--- config.mk ---
export PLATFORM = sky130hd
export DESIGN_NAME = rrs_exec
export DESIGN_NICKNAME = d
export VERILOG_FILES = /design/src/hdl/rrs_pkg.sv /design/src/hdl/rrs_rot_if.sv /design/src/hdl/rrs_rotate.sv /design/src/hdl/rrs_exec.sv
export VERILOG_INCLUDE_DIRS = /design/src /design/src/hdl
export SDC_FILE = /design/constraint.sdc
export NUM_CORES = 1
export LEC_CHECK = 0
export ABC_AREA = 1
export BUFFER_PORTS_ARGS = -buffer_cell sky130_fd_sc_hd__buf_4
export CAP_MARGIN = 20
export CORE_MARGIN = 3
export CORE_UTILIZATION = 27
export DETAILED_ROUTE_END_ITERATION = 8
export SETUP_SLACK_MARGIN = 0.15
export SYNTH_ARGS = -nofsm -noshare
export SYNTH_HDL_FRONTEND = slang
export SYNTH_SLANG_ARGS = --single-unit
--- constraint.sdc ---
create_clock -name mclk -period 2 [get_ports mclk]
set_input_delay 0.2 -clock mclk [delete_from_list [all_inputs] [get_ports mclk]]
set_output_delay 0.2 -clock mclk [all_outputs]
set_load 0.01 [all_outputs]
--- src/hdl/rrs_defs.svh ---
// Constants for the return/rotate/sleep execution block
`ifndef RRS_DEFS_SVH
`define RRS_DEFS_SVH
`define RRS_DATA_W       8
`define RRS_ADDR_W       7
`define RRS_PC_W         13
`define RRS_WDT_W        8
`define RRS_PRE_W        16
`define RRS_RET_CYCLES   2
`define RRS_DEST_W       1'b0
`define RRS_DEST_F       1'b1
`define RRS_PD_SLEEP     1'b0
`define RRS_TO_SLEEP     1'b1
`define RRS_PD_RESET     1'b1
`define RRS_TO_RESET     1'b1
`define RRS_IRQ_RET      0
`define RRS_IRQ_ROT      1
`define RRS_IRQ_SLEEP    2
`define RRS_IRQ_WAKE     3
`define RRS_IRQ_N        4
`define RRS_REG_STATUS   8'h00
`define RRS_REG_MASK     8'h01
`define RRS_REG_CTRL     8'h02
`define RRS_REG_FLAGS    8'h03
`define RRS_WAKE_EN_RST  1'b1
`endif

--- src/hdl/rrs_pkg.sv ---
// Types for the return/rotate/sleep execution block
package rrs_pkg;
  typedef enum logic [2:0] {
    RRS_OP_NONE   = 3'h0,
    RRS_OP_RETURN = 3'h1,
    RRS_OP_ROTL   = 3'h2,
    RRS_OP_ROTR   = 3'h3,
    RRS_OP_SLEEP  = 3'h4
  } rrs_op_t;
  typedef enum logic [3:0] {
    RRS_ST_RUN    = 4'h1,
    RRS_ST_RET2   = 4'h2,
    RRS_ST_ASLEEP = 4'h4,
    RRS_ST_WAKE   = 4'h8
  } rrs_state_t;
endpackage

--- src/hdl/rrs_rot_if.sv ---
// Interface between the sequencer and the rotate unit
`timescale 1ns/1ps
interface rrs_rot_if;
  logic       dirRight;
  logic [7:0] operand;
  logic       carryIn;
  logic [7:0] result;
  logic       carryOut;
  modport core (output dirRight, output operand, output carryIn, input result, input carryOut);
  modport unit (input dirRight, input operand, input carryIn, output result, output carryOut);
endinterface

--- src/hdl/rrs_rotate.sv ---
// Rotate-through-carry datapath
`timescale 1ns/1ps
module rrs_rotate (
  rrs_rot_if.unit rot
);
  // Nine-bit ring of carry and data
  always_comb begin
    if (rot.dirRight) begin
      rot.result   = {rot.carryIn, rot.operand[7:1]};
      rot.carryOut = rot.operand[0];
    end else begin
      rot.result   = {rot.operand[6:0], rot.carryIn};
      rot.carryOut = rot.operand[7];
    end
  end
endmodule

--- src/hdl/rrs_exec.sv ---
// Execution of return, rotate and sleep instructions
`timescale 1ns/1ps
`include "rrs_defs.svh"
module rrs_exec #(
  parameter int DATA_W = `RRS_DATA_W,
  parameter int ADDR_W = `RRS_ADDR_W,
  parameter int PC_W   = `RRS_PC_W
) (
  input  wire logic              mclk,
  input  wire logic              rst,
  input  wire rrs_pkg::rrs_op_t  opCode,
  input  wire logic              opValid,
  input  wire logic [ADDR_W-1:0] fileAddr,
  input  wire logic              destSel,
  input  wire logic [DATA_W-1:0] fileData,
  input  wire logic [PC_W-1:0]   stackHead,
  input  wire logic              wakeReq,
  input  wire logic [7:0]        regAddr,
  input  wire logic [7:0]        regWrData,
  input  wire logic              regWr,
  input  wire logic              regRd,
  output logic [7:0]             regRdData,
  output logic                   irq,
  output logic                   opReady,
  output logic [PC_W-1:0]        instructionPointer,
  output logic                   stackPop,
  output logic [DATA_W-1:0]      accumulator,
  output logic                   fileWr,
  output logic [ADDR_W-1:0]      fileWrAddr,
  output logic [DATA_W-1:0]      fileWrData,
  output logic                   carryFlag,
  output logic                   powerdownFlag,
  output logic                   expiryFlag,
  output logic                   watchdogClear,
  output logic                   oscHalt
);
  import rrs_pkg::*;

  // Sequencer state and its next value
  rrs_state_t            state_q;
  rrs_state_t            state_d;
  // Carrier to the rotate unit
  rrs_rot_if             rotBus ();
  // Wake pin synchroniser
  logic                  wakeMeta_q;
  logic                  wakeSync_q;
  // Software-visible registers
  logic [`RRS_IRQ_N-1:0] status_q;
  logic [`RRS_IRQ_N-1:0] statusClr;
  logic [`RRS_IRQ_N-1:0] mask_q;
  logic                  wakeEnable_q;
  logic                  pending;
  logic [7:0]            rdMux;
  logic [7:0]            flagsView;
  // Instruction decode
  logic                  take;
  logic                  isRot;
  logic                  isAsleep;
  logic                  takeRet;
  logic                  takeRot;
  logic                  takeSleep;
  logic                  wakeGo;
  logic [`RRS_IRQ_N-1:0] evt;

  // Wake request is asynchronous; first stage may go metastable
  always_ff @(posedge mclk) begin
    if (rst) begin
      wakeMeta_q <= 1'b0;
    end else begin
      wakeMeta_q <= wakeReq;
    end
  end

  // Second stage; only this one feeds logic
  always_ff @(posedge mclk) begin
    if (rst) begin
      wakeSync_q <= 1'b0;
    end else begin
      wakeSync_q <= wakeMeta_q;
    end
  end

  // Offers count only while running; refused in the stall and in sleep
  assign take      = opValid && (state_q == RRS_ST_RUN);
  assign isRot     = (opCode == RRS_OP_ROTL) || (opCode == RRS_OP_ROTR);
  assign isAsleep  = (state_q == RRS_ST_ASLEEP);
  assign takeRet   = take && (opCode == RRS_OP_RETURN);
  assign takeRot   = take && isRot;
  assign takeSleep = take && (opCode == RRS_OP_SLEEP);
  // Software may hold the core asleep by clearing the wake enable
  assign wakeGo    = isAsleep && wakeSync_q && wakeEnable_q;

  // Rotate datapath; operand is the live file register value
  assign rotBus.dirRight = (opCode == RRS_OP_ROTR);
  assign rotBus.operand  = fileData;
  assign rotBus.carryIn  = carryFlag;

  rrs_rotate u_rot (
    .rot (rotBus.unit)
  );

  // Next state: return stalls one extra cycle, sleep parks until wake
  always_comb begin
    state_d = state_q;
    case (state_q)
      RRS_ST_RUN: begin
        if (takeRet) begin
          state_d = RRS_ST_RET2;
        end else if (takeSleep) begin
          state_d = RRS_ST_ASLEEP;
        end
      end
      RRS_ST_RET2: begin
        state_d = RRS_ST_RUN;
      end
      RRS_ST_ASLEEP: begin
        if (wakeGo) begin
          state_d = RRS_ST_WAKE;
        end
      end
      RRS_ST_WAKE: begin
        state_d = RRS_ST_RUN;
      end
      default: begin
        // Illegal code recovers to running rather than locking up
        state_d = RRS_ST_RUN;
      end
    endcase
  end

  // State register
  always_ff @(posedge mclk) begin
    if (rst) begin
      state_q <= RRS_ST_RUN;
    end else begin
      state_q <= state_d;
    end
  end

  // Ready is the registered view of the next state being RUN
  always_ff @(posedge mclk) begin
    if (rst) begin
      opReady <= 1'b1;
    end else begin
      opReady <= (state_d == RRS_ST_RUN);
    end
  end

  // Oscillator halts for the whole sleep state
  always_ff @(posedge mclk) begin
    if (rst) begin
      oscHalt <= 1'b0;
    end else begin
      oscHalt <= (state_d == RRS_ST_ASLEEP);
    end
  end

  // Pointer takes the stack head in the first return cycle
  always_ff @(posedge mclk) begin
    if (rst) begin
      instructionPointer <= '0;
    end else if (takeRet) begin
      instructionPointer <= stackHead;
    end
  end

  // One pop pulse per return; the stack itself lives outside
  always_ff @(posedge mclk) begin
    if (rst) begin
      stackPop <= 1'b0;
    end else begin
      stackPop <= takeRet;
    end
  end

  // Carry is the only flag a rotate touches
  always_ff @(posedge mclk) begin
    if (rst) begin
      carryFlag <= 1'b0;
    end else if (takeRot) begin
      carryFlag <= rotBus.carryOut;
    end
  end

  // Accumulator destination
  always_ff @(posedge mclk) begin
    if (rst) begin
      accumulator <= '0;
    end else if (takeRot && destSel == `RRS_DEST_W) begin
      accumulator <= rotBus.result;
    end
  end

  // File destination strobe, one cycle per rotate
  always_ff @(posedge mclk) begin
    if (rst) begin
      fileWr <= 1'b0;
    end else begin
      fileWr <= takeRot && destSel == `RRS_DEST_F;
    end
  end

  // File write address and data; held between writes
  always_ff @(posedge mclk) begin
    if (rst) begin
      fileWrAddr <= '0;
      fileWrData <= '0;
    end else if (takeRot && destSel == `RRS_DEST_F) begin
      fileWrAddr <= fileAddr;
      fileWrData <= rotBus.result;
    end
  end

  // Sleep clears the power-down flag; only reset sets it again
  always_ff @(posedge mclk) begin
    if (rst) begin
      powerdownFlag <= `RRS_PD_RESET;
    end else if (takeSleep) begin
      powerdownFlag <= `RRS_PD_SLEEP;
    end
  end

  // Sleep sets the expiry flag
  always_ff @(posedge mclk) begin
    if (rst) begin
      expiryFlag <= `RRS_TO_RESET;
    end else if (takeSleep) begin
      expiryFlag <= `RRS_TO_SLEEP;
    end
  end

  // One pulse clears both watchdog counter and prescaler
  always_ff @(posedge mclk) begin
    if (rst) begin
      watchdogClear <= 1'b0;
    end else begin
      watchdogClear <= takeSleep;
    end
  end

  // Event sources for the sticky status
  always_comb begin
    evt = '0;
    evt[`RRS_IRQ_RET]   = takeRet;
    evt[`RRS_IRQ_ROT]   = takeRot;
    evt[`RRS_IRQ_SLEEP] = takeSleep;
    evt[`RRS_IRQ_WAKE]  = state_q == RRS_ST_WAKE;
  end

  // Write-one-to-clear pattern for the status register
  always_comb begin
    statusClr = '0;
    if (regWr && regAddr == `RRS_REG_STATUS) begin
      statusClr = regWrData[`RRS_IRQ_N-1:0];
    end
  end

  // Sticky status; a new event beats a same-cycle clear so none is lost
  always_ff @(posedge mclk) begin
    if (rst) begin
      status_q <= '0;
    end else begin
      status_q <= (status_q & ~statusClr) | evt;
    end
  end

  // Interrupt mask
  always_ff @(posedge mclk) begin
    if (rst) begin
      mask_q <= '0;
    end else if (regWr && regAddr == `RRS_REG_MASK) begin
      mask_q <= regWrData[`RRS_IRQ_N-1:0];
    end
  end

  // Wake enable; with it clear a wake request is ignored, not latched
  always_ff @(posedge mclk) begin
    if (rst) begin
      wakeEnable_q <= `RRS_WAKE_EN_RST;
    end else if (regWr && regAddr == `RRS_REG_CTRL) begin
      wakeEnable_q <= regWrData[0];
    end
  end

  // Any unmasked sticky bit
  assign pending = |(status_q & mask_q);

  // Interrupt level, registered; lags the status by one cycle
  always_ff @(posedge mclk) begin
    if (rst) begin
      irq <= 1'b0;
    end else begin
      irq <= pending;
    end
  end

  // Read-only image of the core flags
  assign flagsView = {3'h0, oscHalt, isAsleep, carryFlag, expiryFlag, powerdownFlag};

  // Read selection; unmapped addresses read zero
  always_comb begin
    rdMux = 8'h00;
    case (regAddr)
      `RRS_REG_STATUS: begin
        rdMux = {4'h0, status_q};
      end
      `RRS_REG_MASK: begin
        rdMux = {4'h0, mask_q};
      end
      `RRS_REG_CTRL: begin
        rdMux = {7'h00, wakeEnable_q};
      end
      `RRS_REG_FLAGS: begin
        rdMux = flagsView;
      end
      default: begin
        rdMux = 8'h00;
      end
    endcase
  end

  // Read data stand only in the cycle after the strobe
  always_ff @(posedge mclk) begin
    if (rst) begin
      regRdData <= 8'h00;
    end else if (regRd) begin
      regRdData <= rdMux;
    end else begin
      regRdData <= 8'h00;
    end
  end
endmodule

; Yosys cells after proc, flatten, opt, wreduce, memory -nomap -nowiden
; Cells that the tools add are included.
[totals]
out_inout_bits = 53
word_cells = 60
regBits = 67
input_bits = 54
[op_classes]
n_bitwise = 6
n_mux = 8
eq_ne = 12
n_reduce_logical = 15
[op_table]
columns = operator, count
row1 = $pmux 5 s4, 1
row2 = $eq 8x2->1 const B, 2
row3 = $mux 4, 4
row4 = $logic_and 1x1->1, 11
row5 = $and 4x4->4, 2
row6 = $eq 4x1->1 const B, 2
row7 = $eq 4x3->1 const B, 2
row8 = $eq 8x1->1 const B, 1
row9 = $logic_not 8->1, 1
row10 = $mux 8, 1
row11 = $pmux 4 s2, 1
row12 = $eq 3x2->1 const B, 2
row13 = $eq 4x4->1 const B, 1
row14 = $not 4->4, 1
row15 = $or 4x4->4, 1
row16 = $reduce_or 4->1, 1
row17 = $eq 3x1->1 const B, 1
row18 = $eq 3x3->1 const B, 1
row19 = $not 1->1, 2
row20 = $reduce_or 2->1, 1
row21 = $logic_or 1x1->1, 1
row22 = $mux 1, 1

; Depth between registers and ports, before layout
[logic_depth]
depth_word = 7
depth_mapped = 8

; Cells and area by module
; A second synthesis with hierarchy kept.
[hier_totals]
hier_cells = 406
hier_area_um2 = 2785.2
[by_module_without_submodules]
columns = mod, seq_area_each_um2, cells_per_inst, area_per_inst_um2, instances
row1 = rrs_exec, 1281.2, 377, 2668.8, 1
row2 = rrs_rotate, 0.0, 29, 116.4, 1

; Worst setup path after synthesis
; OpenSTA, ideal clock, no wires.
[synth_path]
path_type = reg2reg
from = register state_q[1]
to = register instructionPointer[10]
path_buffers = 1
t_required_ps = 1884
setup_slack_ps = 828
setup_time_ps = 116
stages_incl_launch_ff = 8
arrival_time_ps = 1056
cell_sequence = dfxtp_1 -> nor2_2 -> nand3_1 -> nor2_1 -> nand2_2 -> buf_2 -> o21ai_0 -> nor2_1
[synth_between]
elab_chain_len = 3
[synth_lines]
columns = item, line_no
row1 = start: declaration, rrs_exec.sv:40  ; rrs_state_t state_q;
row2 = start signal: assignment, rrs_exec.sv:136  ; state_q <= state_d;
row3 = $eq 4x1->1, rrs_exec.sv:84  ; assign take = opValid && (state_q == RRS_ST_RUN);
row4 = $logic_and 1x1->1, rrs_exec.sv:84
row5 = $logic_and 1x1->1, rrs_exec.sv:87  ; assign takeRet = take && (opCode == RRS_OP_RETURN);
row6 = end signal: assignment, rrs_exec.sv:163  ; instructionPointer <= stackHead;
row7 = end: declaration, rrs_exec.sv:25  ; output logic [PC_W-1:0] instructionPointer,
; Every way passes these cells.
; A chain may end at the register's enable or synchronous reset.

; Worst setup path after layout
[layout_path]
from = register state_q[3]
to = register instructionPointer[5]
; The elaborated chain is that of the path after synthesis.

==> flow_metrics.py <==
metrics = {
    "clock_tree": {
        "cts.repair.resized": 0,
        "hold_buffers": 0,
        "cts_buffers": 9,
        "cts_root_buf": "clkbuf_8",
        "cts_setup_buffers": 0,
        "cts.reportedPaths.clkPinSlew_ns": 0.08,
        "clock_path_buffers": 2,
        "tritoncts": "built",
        "clk-insertion-delay-late_ns": 0.33,
        "clock-sinks": 64,
        "cts.htree.levels": 3,
    },
    "routing": {
        "wl_met3_um": 671,
        "drtIter0Drc": 175,
        "wl_met2_um": 3187,
        "drc": 0,
        "dr_total_vias": 2758,
        "wl_per_cell_um": 10.86,
        "dr.pass1.iters": 4,
        "wl_met1_um": 3304,
        "routed.top_layer": "met4",
        "totalWireLength_um": 7268,
        "viasPerCell": 4.123,
        "antenna_left": 0,
    },
    "run": {
        "cap_violations": 0,
    },
    "finish": {
        "drive_gt1_frac": 0.2383,
        "fin_cells": 669,
        "fin_nets": 582,
        "final_cell_mix": "buf_4, nand2_1, nor2_1",
        "areaGrowthSynthToFinish_pct": 35.23,
        "diodes": 0,
        "final_common_cell": "buf_4",
        "design_area_um2": 3890,
    },
    "place": {
        "numPortBuffers": 98,
        "post_dp_cell_area_um2": 3682,
        "hpwl_um": 5326,
        "place.gp.congestion": 0.8286,
        "dp_cells": 653,
    },
    "pwr": {
        "p_sw_uw": 716.1,
        "comb_power_share": 0.120,
        "internal_power_mw": 2.114,
        "cellPowerDensity_nw_per_um2": 727.6,
        "clkPwrFrac": 0.408,
        "leakagePower_nw": 1.965,
        "ir_drop_uv": 346.8,
        "switching_share": 0.2530,
        "seqPwrFrac": 0.472,
    },
    "floorplan": {
        "io_pins": 107,
        "start_util": 0.2786,
        "core_um2": 10320,
        "die_area_um2": 11930,
        "die_w_um": 109.2,
        "rows": 37,
        "die_y_um": 109.2,
    },
    "yosys": {
        "synth.area.top_cells": "dfxtp_1, nand2_1, nor2_1",
        "syn_avg_cell_area_um2": 6.643,
        "ys_types": 25,
        "synth_seq_area_share": 0.4454,
        "synth_cells": 433,
        "synth.top_cell.area_share": 0.4454,
        "yosysWarnings": 0,
        "synth_area_leader_cell": "dfxtp_1",
        "syn_area_um2": 2877,
        "ys_ff_latch": 64,
    },
    "sta": {
        "drv_slew": 0,
        "whs_ns": 0.07072,
        "setup_tns_ns": 0,
        "hold_violations": 0,
        "finClkSkew_ns": 0.01282,
        "fin_crit_sh": 0.7045,
        "slew_headroom": 0.6326,
        "setup_viol": 0,
        "fmax_ghz": 0.7097,
        "finalCriticalPeriod_ns": 1.409,
        "worstMarginPinSlew_ns": 0.5491,
        "rsz0062_at_grt": "false",
    },
    "grt": {
        "grt_pass1_wl_um": 11740,
        "gr-total-overflow": 0,
        "grt_max_degree": 46,
        "grt_use_total": 0.1258,
        "grt_pass1_vias": 2597,
        "antenna_found_initial": 0,
    },
    "critical_path": {
        "crit_path_max_fanout": 18,
        "critPathKind": "reg -> reg",
        "critPathLaunchType": "flip-flop",
        "crit_path_end_kind": "flip-flop",
        "arrival_ns": 1.67,
        "critPathRequiredTime_ns": 2.26,
    },
    "outcome": {
        "status": "finished clean",
    },
    "hold_path": {
        "hold_class": "in -> reg",
    },
}
power by group through the flow:
stage / Sequential (mW) / Clock (mW) / Combinational (mW)
final: 1.34 / 1.15 / 0.341
after global routing: 1.34 / 1.25 / 0.388
after CTS: 1.34 / 1.20 / 0.345
after detailed placement: 1.37 / 0 / 0.343
after global placement: 1.36 / 0 / 0.339
after floorplan: 1.38 / 0 / 0.175
worst paths after layout:
path,endpoint,slack [ns],cells after the start,startpoint
worst max-delay path,instructionPointer[5],0.59,7,state_q[3]
worst min register to register,wakeSync_q,0.40,2,wakeMeta_q
worst min-delay path,wakeMeta_q,0.07,3,wakeReq
worst max register to register,instructionPointer[5],0.59,7,state_q[3]
synthesized netlist by cell type:
| cell type | count |
|---|---|
| a21oi_1 | 10 |
| a41oi_1 | 1 |
| buf_2 | 4 |
| buf_4 | 5 |
| buf_6 | 4 |
| clkbuf_1 | 4 |
| clkbuf_2 | 1 |
| clkinv_1 | 2 |
| conb_1 | 2 |
| dfxtp_1 | 64 |
| inv_1 | 70 |
| inv_2 | 4 |
| nand2_1 | 93 |
| nand2_2 | 1 |
| nand3_1 | 43 |
| nand3_2 | 1 |
| nand4_1 | 2 |
| nand4_2 | 1 |
| nor2_1 | 89 |
| nor2_2 | 3 |
| nor2_4 | 1 |
| nor3_1 | 3 |
| nor3_4 | 1 |
| o21ai_0 | 23 |
| o21ai_1 | 1 |
routing by layer:
metal / up-vias / GRT usage
met5: - / 0
met1: 1185 / 0.1532
met2: 78 / 0.2004
met4: 0 / 0.05076
met3: 9 / 0.04677
li1: 1486 / -
state kept, by name, summed over array words and instances, names as in the netlist, 4 cells and up:
name	count
regRdData	5
state_q	4
accumulator	8
instructionPointer	13
fileWrAddr	7
status_q	4
fileWrData	8
mask_q	4
through the flow:
step	util	setup WS [ns]	total power, mW
after floorplan	-	0.8283	1.552
after global placement	0.3567	0.5618	1.703
after detailed placement	0.3567	0.5428	1.709
after CTS	0.3768	0.5530	2.881
after global routing	0.3768	0.4018	2.984
final	0.3768	0.5910	2.830
cell families after synthesis:
logic type,share of synthesized area
flops,0.4454
simple gates,0.3480
compound gates,0.06220
buf+inv,0.1418
other cells,0.002611
area by class of cell:
class / count / area [um2]
well taps: 136 / 170.2
clock buffers: 12 / 155.1
repair buffers: 100 / 750.7
clock inverters: 4 / 52.55
inverters: 76 / 285.3
multi-input cells: 277 / 1195
flip-flops and latches: 64 / 1281
fillers: 1103 / 6434
worst max-delay path: stages (launching register included):
cell and delay, ns:
dfxtp_1 0.35, nor2_2 0.11, nand3_1 0.10, nor2_1 0.12, nand2_2 0.22, inv_2 0.27, nor2_1 0.06, nor2_1 0.10
No activity file was read; power rests on OpenSTA's default activity.
